==> config.mk <==
export PLATFORM = sky130hd
export DESIGN_NAME = iog_top
export DESIGN_NICKNAME = d
export VERILOG_FILES = /design/src/inc/iog_pkg.sv /design/src/hw/iog_counter.sv /design/src/hw/iog_top.sv
export SDC_FILE = /design/constraint.sdc
export NUM_CORES = 1
export LEC_CHECK = 0
export ABC_CLOCK_PERIOD_IN_PS = 21600
export BUFFER_PORTS_ARGS = -buffer_cell sky130_fd_sc_hd__buf_2
export CORE_ASPECT_RATIO = 2
export CORE_MARGIN = 10
export CORE_UTILIZATION = 52
export DETAILED_ROUTE_END_ITERATION = 7
export PLACE_DENSITY_LB_ADDON = 0.12
export SYNTH_ARGS = -nofsm -noshare
export SYNTH_HDL_FRONTEND = slang
export SYNTH_SLANG_ARGS = --single-unit
==> constraint.sdc <==
create_clock -name clk -period 21.6 [get_ports clk]
set_input_delay 2.16 -clock clk [delete_from_list [all_inputs] [get_ports clk]]
set_output_delay 2.16 -clock clk [all_outputs]
set_load 0.05 [all_outputs]
==> src/inc/iog_pkg.sv <==
/*
 * Constants for the I/O module glue logic: host window offsets,
 * board register fields, reset values and the oscillator divider.
 * Assumes one 125 MHz system clock and an 8-bit ISA-style host bus.
 */
// How it works
// - Address bits 9..4 match jumpers; 16-byte window
// - Open jumper reads one, fitted reads zero
// - Default base address decodes at 300 hex
// - Offsets 0-3 select first port chip
// - Offsets 4-7 select second port chip
// - Offsets 8-11 reach counter data and mode
// - Offsets 12 and 13 share clock select
// - Offsets 14 and 15 share interrupt config
// - Pending interrupt drives high, else floats
// - First interrupt: port C0 one or counter0
// - Second interrupt: port C0 two or counter1
// - Third interrupt: external pin or counter2
// - Disabled interrupt output never drives line
// - Counter0 clocks from header or oscillator
// - Counter1: header, oscillator or counter0 out
// - Counter2: header, oscillator or counter1 out
// - Counters advance on selected rising edges
// - Counters count only while gate high
// - Cascaded counters form 32 or 48 bits
// - Each interrupt routes to one level 2-7
// - All interrupts may share one level
// - Bits 5..3 pick source, 2..0 enable
package iog_pkg;

	// ************************************************************
	// Timing
	// ************************************************************
	localparam int CLK_MHZ = 125;
	localparam int OSC_MHZ = 4;
	localparam int HDR_MAX_MHZ = 10;
	localparam logic [6:0] OSC_STEP = 7'(OSC_MHZ);
	localparam logic [6:0] OSC_MOD = 7'(CLK_MHZ);

	// ************************************************************
	// Window offsets
	// ************************************************************
	localparam logic [1:0] GRP_PPI1 = 2'h0;
	localparam logic [1:0] GRP_PPI2 = 2'h1;
	localparam logic [3:0] OFF_CTR_DATA0 = 4'h8;
	localparam logic [3:0] OFF_CTR_MODE = 4'hB;
	localparam logic [3:0] OFF_CLK_CFG = 4'hC;
	localparam logic [3:0] OFF_IRQ_CFG = 4'hE;

	// ************************************************************
	// Fields, masks and reset values
	// ************************************************************
	localparam int CLK_C0_BIT = 0;
	localparam int CLK_C1_LSB = 1;
	localparam int CLK_C2_LSB = 3;
	localparam int IRQ_EN_LSB = 0;
	localparam int IRQ_SRC_LSB = 3;
	localparam logic [7:0] CLK_CFG_MASK = 8'h1F;
	localparam logic [7:0] IRQ_CFG_MASK = 8'h3F;
	localparam logic [7:0] CLK_CFG_RST = 8'h00;
	localparam logic [7:0] IRQ_CFG_RST = 8'h00;
	localparam logic [7:0] MODE_RST = 8'h00;
	localparam logic [15:0] COUNT_RST = 16'h0000;
	localparam logic [5:0] BASE_DEFAULT = 6'h30;

	// ************************************************************
	// Sizes
	// ************************************************************
	localparam int NUM_CTR = 3;
	localparam int NUM_LEVELS = 6;

	// Counter clock source codes (1x means cascade)
	typedef enum logic [1:0] {
		IOG_SRC_HEADER = 2'b00,
		IOG_SRC_OSC = 2'b01,
		IOG_SRC_CASCADE = 2'b10
	} iog_src_e;

endpackage

==> src/hw/iog_counter.sv <==
/*
 * One 16-bit counter channel: loads bytes from the host and
 * advances on a one-cycle tick while its gate is high.
 * Assumes tick, gate and load come from the clk domain.
 */
module iog_counter
	import iog_pkg::*;
(
	input wire logic clk,
	input wire logic reset,
	input wire logic tick,
	input wire logic gate,
	input wire logic load,
	input wire logic load_msb,
	input wire logic [7:0] load_data,
	output logic [15:0] count,
	output logic out
);

	logic [15:0] count_r;
	logic [15:0] count_nxt;
	logic out_r;

	// ************************************************************
	// Count logic
	// ************************************************************
	// Host load wins over a tick in the same cycle
	assign count_nxt = load ? (load_msb ? {load_data, count_r[7:0]}
		: {count_r[15:8], load_data})
		: (tick && gate) ? count_r + 16'h0001 : count_r;

	// Count register and cascade output (top bit)
	always_ff @(posedge clk or posedge reset) begin
		if (reset) begin
			count_r <= COUNT_RST;
			out_r <= 1'b0;
		end else begin
			count_r <= count_nxt;
			out_r <= count_r[15];
		end
	end

	assign count = count_r;
	assign out = out_r;

endmodule

==> src/hw/iog_top.sv <==
/*
 * Glue logic of the I/O module: host window decode, board
 * registers, counter clock selection, three counters and the
 * interrupt routing to host levels 2..7.
 * Assumes host bus and header pins are asynchronous to clk and
 * that bus cycles last several clk periods.
 */
module iog_top
	import iog_pkg::*;
(
	input wire logic clk,
	input wire logic reset,
	input wire logic [9:0] isa_addr,
	input wire logic isa_aen,
	input wire logic isa_ior_n,
	input wire logic isa_iow_n,
	input wire logic [7:0] isa_data_in,
	output logic [7:0] isa_data_out,
	output logic isa_data_oe,
	input wire logic [5:0] base_address_jumpers,
	input wire logic [5:0] first_irq_level_jumpers,
	input wire logic [5:0] second_irq_level_jumpers,
	input wire logic [5:0] third_irq_level_jumpers,
	input wire logic counter0_header_clock,
	input wire logic counter1_header_clock,
	input wire logic counter2_header_clock,
	input wire logic [2:0] counter_gate,
	output logic [2:0] counter_out,
	input wire logic ppi1_port_c_bit_zero,
	input wire logic ppi2_port_c_bit_zero,
	input wire logic external_irq_pin,
	output logic ppi1_select,
	output logic ppi2_select,
	output logic [1:0] ppi_reg_index,
	output logic [5:0] irq_level_out,
	output logic [5:0] irq_level_oe
);

	// ************************************************************
	// Input synchroniser
	// ************************************************************
	localparam int SW = 54;
	localparam logic [SW-1:0] SYNC_RST = {10'h000, 3'h7, 8'h00,
		BASE_DEFAULT, 18'h00000, 9'h000};

	logic [SW-1:0] async_in;
	logic [SW-1:0] sync1_r;
	logic [SW-1:0] sync2_r;

	assign async_in = {isa_addr, isa_aen, isa_ior_n, isa_iow_n,
		isa_data_in, base_address_jumpers, third_irq_level_jumpers,
		second_irq_level_jumpers, first_irq_level_jumpers,
		counter2_header_clock, counter1_header_clock,
		counter0_header_clock, counter_gate, external_irq_pin,
		ppi2_port_c_bit_zero, ppi1_port_c_bit_zero};

	// Two flops; base jumpers come up at the default window
	always_ff @(posedge clk or posedge reset) begin
		if (reset) begin
			sync1_r <= SYNC_RST;
			sync2_r <= SYNC_RST;
		end else begin
			sync1_r <= async_in;
			sync2_r <= sync1_r;
		end
	end

	logic [9:0] addr_s;
	logic aen_s;
	logic ior_n_s;
	logic iow_n_s;
	logic [7:0] wdata_s;
	logic [5:0] base_s;
	logic [17:0] lvl_s;
	logic [2:0] hclk_s;
	logic [2:0] gate_s;
	logic [2:0] pin_src_s;

	assign {addr_s, aen_s, ior_n_s, iow_n_s, wdata_s, base_s, lvl_s,
		hclk_s, gate_s, pin_src_s} = sync2_r;

	// ************************************************************
	// Window decode
	// ************************************************************
	logic hit;
	logic [3:0] off;
	logic strobe;

	// Open jumper reads one, so the pins are the address bits
	assign hit = !aen_s && (addr_s[9:4] == base_s);
	assign off = addr_s[3:0];
	assign strobe = !ior_n_s || !iow_n_s;

	// Strobe edges and held cycle address and data
	logic iow_prev_r;
	logic ior_prev_r;
	logic acc_hit_r;
	logic [3:0] acc_off_r;
	logic [7:0] acc_data_r;
	logic wr_ok;
	logic rd_ok;

	always_ff @(posedge clk or posedge reset) begin
		if (reset) begin
			iow_prev_r <= 1'b1;
			ior_prev_r <= 1'b1;
		end else begin
			iow_prev_r <= iow_n_s;
			ior_prev_r <= ior_n_s;
		end
	end

	// Capture address and data while a strobe is low, keep them after
	always_ff @(posedge clk or posedge reset) begin
		if (reset) begin
			acc_hit_r <= 1'b0;
			acc_off_r <= 4'h0;
			acc_data_r <= 8'h00;
		end else if (strobe) begin
			acc_hit_r <= hit;
			acc_off_r <= off;
			acc_data_r <= wdata_s;
		end
	end

	// Accesses take effect at the trailing edge of the strobe
	assign wr_ok = iow_n_s && !iow_prev_r && acc_hit_r;
	assign rd_ok = ior_n_s && !ior_prev_r && acc_hit_r;

	// ************************************************************
	// Port chip selects
	// ************************************************************
	logic ppi1_sel_nxt;
	logic ppi2_sel_nxt;
	logic ppi1_select_r;
	logic ppi2_select_r;
	logic [1:0] ppi_index_r;

	assign ppi1_sel_nxt = hit && strobe && (off[3:2] == GRP_PPI1);
	assign ppi2_sel_nxt = hit && strobe && (off[3:2] == GRP_PPI2);

	// Port A, B, C, config follow the low offset bits
	always_ff @(posedge clk or posedge reset) begin
		if (reset) begin
			ppi1_select_r <= 1'b0;
			ppi2_select_r <= 1'b0;
			ppi_index_r <= 2'h0;
		end else begin
			ppi1_select_r <= ppi1_sel_nxt;
			ppi2_select_r <= ppi2_sel_nxt;
			ppi_index_r <= off[1:0];
		end
	end

	// ************************************************************
	// Board and counter mode registers
	// ************************************************************
	logic [7:0] clk_cfg_r;
	logic [7:0] irq_cfg_r;
	logic [7:0] mode_r;
	logic wr_clk_cfg;
	logic wr_irq_cfg;
	logic wr_mode;

	// Lowest offset bit ignored on the board registers
	assign wr_clk_cfg = wr_ok && (acc_off_r[3:1] == OFF_CLK_CFG[3:1]);
	assign wr_irq_cfg = wr_ok && (acc_off_r[3:1] == OFF_IRQ_CFG[3:1]);
	assign wr_mode = wr_ok && (acc_off_r == OFF_CTR_MODE);

	// Unused bits are masked off so they read zero
	always_ff @(posedge clk or posedge reset) begin
		if (reset) begin
			clk_cfg_r <= CLK_CFG_RST;
			irq_cfg_r <= IRQ_CFG_RST;
			mode_r <= MODE_RST;
		end else begin
			if (wr_clk_cfg)
				clk_cfg_r <= acc_data_r & CLK_CFG_MASK;
			if (wr_irq_cfg)
				irq_cfg_r <= acc_data_r & IRQ_CFG_MASK;
			if (wr_mode)
				mode_r <= acc_data_r;
		end
	end

	// ************************************************************
	// Oscillator tick: 4 MHz on average from 125 MHz
	// ************************************************************
	logic [6:0] osc_acc_r;
	logic [7:0] osc_sum;
	logic osc_wrap;
	logic osc_tick_r;

	assign osc_sum = {1'b0, osc_acc_r} + {1'b0, OSC_STEP};
	assign osc_wrap = osc_sum >= {1'b0, OSC_MOD};

	always_ff @(posedge clk or posedge reset) begin
		if (reset) begin
			osc_acc_r <= 7'h00;
			osc_tick_r <= 1'b0;
		end else begin
			osc_acc_r <= osc_wrap ? 7'(osc_sum - {1'b0, OSC_MOD})
				: osc_sum[6:0];
			osc_tick_r <= osc_wrap;
		end
	end

	// ************************************************************
	// Counter clock selection and channels
	// ************************************************************
	logic [2:0] hclk_prev_r;
	logic [2:0] out_prev_r;
	logic [2:0] hclk_rise;
	logic [2:0] out_rise;
	logic [2:0] casc_rise;
	logic [2:0] ctr_out;
	logic [2:0] ctr_tick;
	logic [2:0] ctr_load;
	logic [2:0] wr_msb_r;
	logic [2:0] rd_msb_r;
	logic [1:0] csel [NUM_CTR];
	logic [15:0] ctr_count [NUM_CTR];

	// Header edges need 10 MHz or less to be seen
	assign hclk_rise = hclk_s & ~hclk_prev_r;
	assign out_rise = ctr_out & ~out_prev_r;
	assign casc_rise = {out_rise[1:0], 1'b0};
	assign csel[0] = {1'b0, clk_cfg_r[CLK_C0_BIT]};
	assign csel[1] = clk_cfg_r[CLK_C1_LSB +: 2];
	assign csel[2] = clk_cfg_r[CLK_C2_LSB +: 2];

	always_ff @(posedge clk or posedge reset) begin
		if (reset) begin
			hclk_prev_r <= 3'h0;
			out_prev_r <= 3'h0;
		end else begin
			hclk_prev_r <= hclk_s;
			out_prev_r <= ctr_out;
		end
	end

	genvar i;
	generate
		for (i = 0; i < NUM_CTR; i++) begin : g_ctr
			logic wr_data;
			logic rd_data;

			assign wr_data = wr_ok && (acc_off_r == OFF_CTR_DATA0 + 4'(i));
			assign rd_data = rd_ok && (acc_off_r == OFF_CTR_DATA0 + 4'(i));
			assign ctr_load[i] = wr_data;
			// Source code 1x takes the previous counter output
			assign ctr_tick[i] = csel[i][1] ? casc_rise[i]
				: csel[i][0] ? osc_tick_r : hclk_rise[i];

			// Byte pointers: low byte first; mode write restarts
			always_ff @(posedge clk or posedge reset) begin
				if (reset) begin
					wr_msb_r[i] <= 1'b0;
					rd_msb_r[i] <= 1'b0;
				end else begin
					wr_msb_r[i] <= !wr_mode && (wr_msb_r[i] ^ wr_data);
					rd_msb_r[i] <= !wr_mode && (rd_msb_r[i] ^ rd_data);
				end
			end

			iog_counter u_ctr (
				.clk(clk),
				.reset(reset),
				.tick(ctr_tick[i]),
				.gate(gate_s[i]),
				.load(wr_data),
				.load_msb(wr_msb_r[i]),
				.load_data(acc_data_r),
				.count(ctr_count[i]),
				.out(ctr_out[i])
			);
		end
	endgenerate

	// ************************************************************
	// Host read data
	// ************************************************************
	logic [1:0] ridx;
	logic [15:0] rcount;
	logic [7:0] rd_byte;
	logic rd_own;
	logic [7:0] data_out_r;
	logic data_oe_r;

	assign ridx = (off[1:0] == 2'h3) ? 2'h0 : off[1:0];
	assign rcount = ctr_count[ridx];
	assign rd_byte = (off[3:2] == OFF_CLK_CFG[3:2]) ?
		(off[1] ? irq_cfg_r : clk_cfg_r)
		: (off == OFF_CTR_MODE) ? mode_r
		: rd_msb_r[ridx] ? rcount[15:8] : rcount[7:0];
	// Offsets 0..7 are answered by the port chips themselves
	assign rd_own = hit && !ior_n_s && off[3];

	always_ff @(posedge clk or posedge reset) begin
		if (reset) begin
			data_out_r <= 8'h00;
			data_oe_r <= 1'b0;
		end else begin
			data_out_r <= rd_own ? rd_byte : 8'h00;
			data_oe_r <= rd_own;
		end
	end

	// ************************************************************
	// Interrupt sources, enables and level routing
	// ************************************************************
	logic [2:0] irq_src;
	logic [2:0] irq_drive_r;
	logic [5:0] lvl_drive;
	logic [5:0] lvl_out_r;
	logic [5:0] lvl_oe_r;

	// Source bit zero: port C0 or external pin; one: counter
	assign irq_src = (irq_cfg_r[IRQ_SRC_LSB +: 3] & ctr_out) |
		(~irq_cfg_r[IRQ_SRC_LSB +: 3] & pin_src_s);

	always_ff @(posedge clk or posedge reset) begin
		if (reset)
			irq_drive_r <= 3'h0;
		else
			irq_drive_r <= irq_src & irq_cfg_r[IRQ_EN_LSB +: 3];
	end

	// Any level jumper reading one passes its interrupt; shared OR
	genvar j;
	generate
		for (j = 0; j < NUM_LEVELS; j++) begin : g_lvl
			assign lvl_drive[j] = |(irq_drive_r &
				{lvl_s[12 + j], lvl_s[6 + j], lvl_s[j]});
		end
	endgenerate

	// Driven high while pending, released otherwise
	always_ff @(posedge clk or posedge reset) begin
		if (reset) begin
			lvl_out_r <= 6'h00;
			lvl_oe_r <= 6'h00;
		end else begin
			lvl_out_r <= lvl_drive;
			lvl_oe_r <= lvl_drive;
		end
	end

	// ************************************************************
	// Outputs
	// ************************************************************
	assign isa_data_out = data_out_r;
	assign isa_data_oe = data_oe_r;
	assign ppi1_select = ppi1_select_r;
	assign ppi2_select = ppi2_select_r;
	assign ppi_reg_index = ppi_index_r;
	assign counter_out = ctr_out;
	assign irq_level_out = lvl_out_r;
	assign irq_level_oe = lvl_oe_r;
endmodule

==> run metrics, run 1 <==
Ports 84; RSZ-0062 raised after global routing false; 1st-pass router iterations 5; nets 926; WP data required 22.11 ns; R2R setup slack around 19 ns; effective utilization at floorplan 0.525; top cells by area, synth dfrtp_1 (58%), mux2_2 (4.8%), dfstp_2 (3.3%); mapped cell area roughly 9600 sq um; Crit Path Category in -> async; sequential fraction of the synthesis area 0.614; Crit Path Max Fanout about 160; Post-Syn Area per Cell roughly 12 sq um; Die ar. 24600 sq um; vias in the first global route 7151; startpoint types input pin; internal power 720 uW; share of cells above drive strength 1 0.209; WL met3 1160 um; combinational power share 0.075; Max-slew headroom 0.287; deepest clock path buffer count 3; initial antenna violation count 0; Layout area overhead 12.9%; Die H ~210 um; synth warn 0; Post-synth EDFFs 0; crit path cell chain buf_2, inv_8, buf_4; Clock Sinks 234; CP endpoint kind async pin; first-pass GRT wire length 38100 um; Worst Max-Slew Pin Slew around 1.1 ns; DR WL/cell 22.1 um; leading area contributor after synthesis dfrtp_1; total CTS buffers 22; post-layout minimum cycle time 3.38 ns; total global routing overflow 0; Syn Nets 862; leakage ~5 nW; Final GP Congestion 0.933; Reg power frac 0.522; FILL cells 1521; #FFs+latches synth 234; Worst Skew 0.00975 ns; Post-DRT Antenna Nets 0; 1st-iter DRT viols 448; # port buffers slightly above 80; H-tree levels 1; Finish-stage setup viols 0; vias per cell 6.12; Hold WC Path Type reg -> reg; switch share 0.242; slowest stage cell on the critical path buf_4; chip width 116 um; ys async rst share 1.00; routed length on met2 13200 um; clock slew at reported path FFs 0.06 ns; Final Hold Fails 0; fin. max-slew vios 0; DR DRC count 0; Worst VDD drop approximately 0.000076 V; number of cells produced by synthesis 799; most frequent cell after synthesis dfrtp_1; GRT Total Usage 0.200; Net Switching roughly 230 uW; power per cell area 87.9 nW/um^2; Setup TNS 0 ns; Yosys top cell area share 0.581; CTS tree yes; Post-synth top cells dfrtp_1 (222), nand2_1 (76), mux2_2 (41); max incr delay on CP between 0.8 and 0.9 ns; Worst Path Arrival 3.89 ns; clock share of power 0.403; # placed instances 1055; Inserted Diodes 0; Pwr Total 950 uW; row count 70; Clock Latency Late Sink 0.50 ns; WL met1 roughly 8500 um; Main synth FF type dfrtp_1; outcome finished clean; top sig layer met4; synth unique cells between 60 and 70; Vias 6688; final WL 24200 um; post-CTS setup repair buffer count 0; final period utilization 0.156; fin cells 1093; CTS Root Cell clkbuf_16; pin count of the biggest net entering global routing 163; DP Wirelength 17700 um; cts hold-fix bufs 0; post-cts gate resize count 0; Fmax 296 MHz; Core Area about 18000 sq um; max-cap viol count 0
-- power groups by stage --
stage / sequential (mW) / clock [mW] / combinational, mW
final: 0.496 / 0.383 / 0.0708
after global routing: 0.498 / 0.412 / 0.0791
after CTS: 0.495 / 0.395 / 0.0717
after detailed placement: 0.503 / 0 / 0.0711
after global placement: 0.502 / 0 / 0.0686
after floorplan: 0.487 / 0 / 0.0549
-- kinds of logic (layout without fill, tap and decap cells) --
logic type | Yosys count | in the layout | synth area share
buffers and inverters | 73 | 151 | 0.0331
DFF | 234 | 234 | 0.614
muxes | 57 | 57 | 0.0650
adders and majority gates | 8 | 8 | 0.0102
and+or+nand+nor | 246 | 246 | 0.131
xor gates and xnor gates | 24 | 24 | 0.0220
AOI/OAI and AO/OA | 157 | 157 | 0.125
-- metal layers --
metal	global-route usage	up-vias
li1	-	3018
met1	0.208	3383
met2	0.365	216
met3	0.0329	71
met4	0.111	0
met5	0	-
-- per-stage QoR --
step / utilization / instance area, sq um / hold WS, ns / setup slack (ns)
floorplan: - / 9570 / 0.331 / 13.04
global placement: 0.553 / 10100 / 0.332 / 17.65
detailed placement: 0.553 / 10100 / 0.335 / 17.55
CTS: 0.593 / 10800 / 0.347 / 18.08
global route: 0.593 / 10800 / 0.351 / 17.88
finish: 0.593 / 10800 / 0.346 / 18.22
-- flip-flops by register name (all words and copies together), names as in the netlist, 7 cells and up --
name,count
g_ctr.u_ctr.count,48
mode_r,8
isa_data_out,8
sync1_r,54
sync2_r,54
osc_acc_r,7
acc_data_r,8
-- critical path, delay by kind of cell --
family   cells  cell delay (ns)
buf+inv      3             1.66
-- area by class of cell --
type / count / area [sq um] / area share
clock buffers: 32 / 669 / 0.0620
clock inverters: 6 / 62.6 / 0.00579
inverters: 27 / 109 / 0.0101
multi-input cells: 492 / 3380 / 0.313
flip-flops and latches: 234 / 5870 / 0.543
well taps: 216 / 270 / 0.0250
repair buffers: 86 / 438 / 0.0405
-- final timing paths --
check,startpoint,to,depth (start not counted)
min in group asynchronous,reset,sync1_r[4],2
worst min register to register,sync1_r[48],sync2_r[48],0
worst min-delay path,sync1_r[48],sync2_r[48],0
worst max register to register,sync2_r[45],isa_data_out[4],5
worst max-delay path,reset,isa_data_out[2],3
max in group clk,g_ctr[0].u_ctr.out,counter_out[0],1
-- placed cells by master, fill, tap and decap left out, drive strengths merged, types with 6 or more instances in the layout --
cell / synthesis / routed
a211oi: 13 / 13
inv: 27 / 28
a21oi: 22 / 22
nand2b: 6 / 6
a222oi: 12 / 12
a22oi: 9 / 9
ha: 7 / 7
nor2: 34 / 34
xnor2: 8 / 8
and2: 10 / 10
nand3: 33 / 33
nand2: 77 / 77
and3: 17 / 17
mux2: 41 / 41
xor2: 16 / 16
buf: 21 / 86
and4: 6 / 6
o22ai: 11 / 11
nand4: 14 / 14
nor3: 16 / 16
nor2b: 12 / 12
clkbuf: 25 / 32
a221oi: 7 / 7
o211ai: 13 / 13
dfrtp: 222 / 222
a211o: 9 / 9
dfstp: 12 / 12
mux2i: 16 / 16
o21ai: 23 / 23
Power figures use the tool's default switching activity.
==> inputs of run 2 (changes only) <==
- ABC_CLOCK_PERIOD_IN_PS: 21600 -> 2800
- clock period: 21.6 -> 2.8 ns (I/O delays scaled with it)
==> run metrics, run 2 (synthesis gave the netlist of run 1 again) <==
Core Area 18200 sq um (unchanged); Crit Path Max Fanout 20 (-88%); Worst Path Arrival 2.78 ns (-1.11 ns); vias per cell 6.00 (-1.9%); WP data required 3.16 ns (-18.95 ns); total CTS buffers 21 (-4.5%); max-cap viol count 0 (unchanged); Worst Max-Slew Pin Slew 0.941 ns (-0.129 ns); CP delay by family, top compound AO/OA/AOI/OAI gates; nets 999 (+7.9%); crit path buf inv count 0 (-3); fin cells 1165 (+6.6%); Pwr Total 7.54 mW (+690%); Inserted Diodes 0 (unchanged); leading cell types in the layout, fill and taps excluded dfrtp_1 (222), buf_2 (83), nand2_1 (76); final period utilization 0.864; Worst VDD drop 0.000557 V (+630%); DR DRC count 0 (unchanged); RSZ-0062 raised after global routing false; Die H 212 um (unchanged); R2R setup slack 0.38 ns (-18.19 ns); Vias 6993 (+4.6%); RR Startpoint sync2_r[45]; DR WL/cell 21.8 um (-1.2%); GRT Total Usage 0.211 (+0.0115); post-layout minimum cycle time 2.42 ns; DP Worst Slack 0.457 ns (-17.09 ns); post-CTS setup repair buffer count 0 (unchanged); Max-slew headroom 0.369 (+0.0820); fin. max-slew vios 0 (unchanged); Setup TNS 0 ns (unchanged); Endpoint, Worst Hold sync2_r[4]; placed cell areas 10300 sq um (+1.8%); effective utilization at floorplan 0.525 (unchanged); reg2reg end isa_data_out[2]; commonest non-fill, non-tap cell in the layout dfrtp_1; H-tree levels 1 (unchanged); vias in the first global route 7328 (+2.5%); max incr delay on CP 0.82 ns (about the same); CTS tree yes; crit path cell chain mux2i_1, mux2_2, a222oi_1, a211o_1, a211oi_1; pin count of the biggest net entering global routing 41 (-75%); Ports 84 (unchanged); cts hold-fix bufs 55 (+55); post-route cell area 11500 sq um (+6.7%); Finish-stage setup viols 0 (unchanged); Worst Skew 0.0184 ns (+0.00867 ns); post-cts gate resize count 0 (unchanged); # placed instances 1074 (+1.8%); total global routing overflow 0 (unchanged); deepest clock path buffer count 3 (unchanged); Layout area overhead 20.5%; clock slew at reported path FFs 0.07 ns (about the same); Fmax 413 MHz; CTS Root Cell clkbuf_16; Final GP Congestion 0.983 (+5.3%); row count 70 (unchanged); 1st-iter DRT viols 545 (+22%); Die ar. 24600 sq um (unchanged); CP endpoint kind flop; chip width 116 um (unchanged); Final Hold Fails 0 (unchanged); Post-DRT Antenna Nets 0 (unchanged); initial antenna violation count 0 (unchanged); hold_ws 0.346 ns (+0.0000970 ns); # port buffers 83 (unchanged); Clock Latency Late Sink 0.51 ns (about the same); Hold Path Stages 0 (unchanged); Worst R2R Path Depth 5 (unchanged); leakage 5.30 nW (+6.5%); 1st-pass router iterations 5 (unchanged); hold_sp sync1_r[4]; final WL 25500 um (+5.3%); share of cells above drive strength 1 0.210 (+0.00103); Clock Sinks 234 (unchanged); Crit Path Category reg -> reg; outcome finished clean; first-pass GRT wire length 40500 um (+6.1%); slowest stage cell on the critical path dfrtp_1; power per cell area 654 nW/um^2 (+640%); Final Util 0.633 (+0.0400); DP Wirelength 18100 um (+2.5%); Hold WC Path Type reg -> reg; startpoint types flop; post-route setup slack 0.381 ns (-17.84 ns)
run 2: cell types whose count changed in the layout (fill, tap and decap cells not counted), moves of 3 or more:
cell / change
buf_4: +15
dlygate4sd3_1: +55
clkbuf_8: -5
buf_12: +4
bufinv_16: +3
run 2: report_power, final:
part | total [mW] | switching [mW] | internal [mW]
clock | 3.08 | 1.28 | 1.79
combinational | 0.636 | 0.336 | 0.300
sequential | 3.83 | 0.253 | 3.57
run 2: worst max path at each step:
stage / from / to / depth (start not counted)
floorplan: reset / acc_data_r[0] / 1
global placement: sync2_r[32] / isa_data_out[6] / 5
detailed placement: sync2_r[32] / isa_data_out[7] / 5
CTS: sync2_r[32] / isa_data_out[7] / 5
global route: sync2_r[45] / isa_data_out[2] / 5
finish: sync2_r[45] / isa_data_out[2] / 5
run 2: cell type report:
type / count / area [sq um]
clock buffer: 25 / 551
timing repair buffer: 160 / 1180
multi-input combinational: 492 / 3380
inverter: 27 / 105
clock inverter: 11 / 175
tap: 216 / 270
fill: 1413 / 6690
sequential: 234 / 5870
run 2: layer usage:
layer / global-route usage / up-vias / routed length [um]
li1: - / 3170 / -
met1: 0.230 / 3499 / 9090
met2: 0.385 / 249 / 13900
met3: 0.0326 / 75 / 1400
met4: 0.101 / 0 / 1060
met5: 0 / - / 0
==> inputs of run 3 (changes only) <==
- SYNTH_HIERARCHICAL: unset -> 1
==> run metrics, run 3 <==
outcome finished clean; startpoint types flop; Fmax 394 MHz (-4.7%); Worst Skew 0.0149 ns (-0.00358 ns); total CTS buffers 21 (unchanged); share of cells above drive strength 1 0.200 (-0.00929); Worst R2R Path Depth 8 (+3); Worst VDD drop 0.000559 V (+0.34%); commonest non-fill, non-tap cell in the layout dfrtp_1; 1st-pass router iterations 5 (unchanged); Worst Path Arrival 2.87 ns (+0.09 ns); Main synth FF type dfrtp_1; 1st-iter DRT viols 431 (-21%); crit path cell chain nand3b_1, or2_1, nor4_2, buf_4, nand4b_1, nor3_1, xnor2_1, o221ai_1; Hold WC Path Type reg -> reg; number of cells produced by synthesis 836 (+4.6%); Final Hold Fails 0 (unchanged); area of the multi-input gates 3810 sq um (+13%); slowest stage cell on the critical path dfstp_2; RSZ-0062 raised after global routing false; Max-slew headroom 0.392 (+0.0233); Syn Nets 899 (+4.3%); Vias 7364 (+5.3%); R2R setup slack 0.26 ns (-0.12 ns); met2 Use GR 0.379 (-0.00599); Storage cell area 5870 sq um (about the same); DR WL/cell 21.3 um (-2.4%); Crit Path Max Fanout 25 (+25%); leakage 5.29 nW (-0.29%); initial antenna violation count 0 (unchanged); Die H 216 um (+2.0%); Post-DRT Antenna Nets 0 (unchanged); Post-synth top cells dfrtp_1 (222), nand2_1 (82), nand3_1 (42); ys async rst share 1.00 (unchanged); post-route cell area 11900 sq um (+3.5%); mapped cell area 10000 sq um (+4.5%); max-cap viol count 0 (unchanged); crit path buf inv count 1 (+1); CTS Root Cell clkbuf_16; CP endpoint g_ctr[0].u_ctr/count[7]; CP delay by family, top simple AND/OR/NAND/NOR gates; Ports 84 (unchanged); clock slew at reported path FFs 0.07 ns (about the same); placed cell areas 10700 sq um (+4.1%); reg2reg end g_ctr[0].u_ctr/count[7]; FILL cells 1506 (+6.6%); H-tree levels 1 (unchanged); pin count of the biggest net entering global routing 132 (+220%); first-pass GRT wire length 42400 um (+4.9%); most frequent cell after synthesis dfrtp_1; CP endpoint kind flop; Clock Latency Late Sink 0.52 ns (about the same); Worst Setup SP sync2_r[41]; sequential fraction of the synthesis area 0.587 (-0.0266); chip width 118 um (+1.9%); final WL 26400 um (+3.7%); vias per cell 5.95 (-0.90%); post-cts gate resize count 0 (unchanged); Clock Sinks 234 (unchanged); RR Startpoint sync2_r[41]; top cells by area, synth dfrtp_1 (56%), mux2i_1 (3.5%), dfstp_2 (3.2%); DP Wirelength 18600 um (+2.9%); met1 Use GR 0.219 (-0.0105); total global routing overflow 0 (unchanged); Crit Path Category reg -> reg; Pwr Total 7.62 mW (+1.1%); synth unique cells 61 (-7.6%); post-layout minimum cycle time 2.54 ns (+0.120 ns); Post-synth EDFFs 0 (unchanged); synth warn 6 (+6); GRT met3 Usage 0.0325 (-0.0000528); WP data required 3.13 ns (-0.03 ns); effective utilization at floorplan 0.531 (+0.00589); Stages on worst setup path 8 (+3); GRT busiest layer met2; Final Util 0.634 (+0.000966); post-route setup slack 0.262 ns (-0.120 ns); Finish-stage setup viols 0 (unchanged); Layout area overhead 19.4%; row count 71 (+1.4%); Core Area 18800 sq um (+3.4%); Worst Max-Slew Pin Slew 0.912 ns (-0.0293 ns); Yosys top cell area share 0.555 (-0.0252); Setup TNS 0 ns (unchanged); power per cell area 638 nW/um^2 (-2.4%); Post-Syn Area per Cell 12.0 sq um (about the same); fin. max-slew vios 0 (unchanged); DP Worst Slack 0.294 ns (-0.163 ns); deepest clock path buffer count 3 (unchanged); max incr delay on CP 0.55 ns (-0.27 ns); #FFs+latches synth 234 (unchanged); final period utilization 0.907 (+0.0427); nets 1031 (+3.2%); Inserted Diodes 0 (unchanged); # placed instances 1145 (+6.6%); vias in the first global route 7768 (+6.0%); DR DRC count 0 (unchanged); GRT Total Usage 0.206 (-0.00527); # port buffers 83 (unchanged); leading area contributor after synthesis dfrtp_1; leading cell types in the layout, fill and taps excluded dfrtp_1 (221), buf_2 (83), nand2_1 (82); Die ar. 25500 sq um (+3.9%); Final GP Congestion 0.954 (-2.9%); fin cells 1238 (+6.3%); CTS tree yes; hold_ws 0.348 ns (+0.00150 ns)
run 3: cell count changes in the layout (fill, tap and decap cells not counted), moves of 8 or more:
| cell | before | now |
|---|---|---|
| nand4_1 | 14 | 22 |
| and3_1 | 17 | 3 |
| nor4_1 | 3 | 14 |
| nor2_1 | 34 | 23 |
| mux2_2 | 41 | 28 |
| a211o_1 | 9 | 0 |
| o221ai_1 | 1 | 21 |
| xnor2_1 | 8 | 23 |
| mux2_1 | 0 | 8 |
| mux2i_1 | 16 | 35 |
| a22oi_1 | 9 | 1 |
| nand3_1 | 32 | 42 |
| a21oi_1 | 22 | 31 |
| o211ai_1 | 13 | 0 |
run 3: worst register-to-register path: cells and delay by family (launching register included):
kind	cells	cell delay [ns]
AOI/OAI and AO/OA	1	0.17
xor gates and xnor gates	1	0.19
buffers and inverters	1	0.37
DFF	1	0.55
and+or+nand+nor	5	1.09
run 3: metal layers:
metal  wire (um)  share of wire
met1        9430           0.36
met2       14200           0.54
met3        1360          0.052
met4        1390          0.053
met5           0              0
run 3: worst min path at each step:
| stage | end | cells after the start | slack [ns] | from |
|---|---|---|---|---|
| global placement | sync2_r[48] | 0 | 0.33 | sync1_r[48] |
| finish | sync2_r[53] | 0 | 0.35 | sync1_r[53] |
| global route | sync2_r[18] | 0 | 0.35 | sync1_r[18] |
| floorplan | g_ctr[0].u_ctr/count[0] | 1 | 0.21 | reset |
| CTS | sync2_r[40] | 0 | 0.35 | sync1_r[40] |
| detailed placement | sync2_r[18] | 0 | 0.33 | sync1_r[18] |
run 3: power by group:
group	internal (mW)	leakage (nW)	switching, mW
logic	0.344	2.13	0.385
registers	3.58	2.81	0.380
clock network	1.63	0.345	1.30
run 3: repair_timing:
item / in CTS / in global routing
setup buffers: 0 / 0
endpoints found under the setup margin: 0 / 0
hold endpoints to repair: 157 / 0
hold buffers: 55 / 0
run 3: kinds of logic after synthesis:
| kind of cell | count (synthesis) | synth area share |
|---|---|---|
| multiplexers | 77 | 0.0891 |
| flip-flops | 234 | 0.587 |
| AO/OA/AOI/OAI | 157 | 0.114 |
| XOR/XNOR | 32 | 0.0280 |
| AND/OR/NAND/NOR | 258 | 0.139 |
| buffers and inverters | 71 | 0.0339 |
| adder cells (fa/ha/maj) | 7 | 0.00876 |
run 3: final cells by class:
cell class	count	share of cell area
multi-input cells	531	0.319
inverters	24	0.00786
flip-flops and latches	234	0.492
clock inverters	12	0.00943
well taps	255	0.0267
repair buffers	156	0.0954
clock buffers	26	0.0499
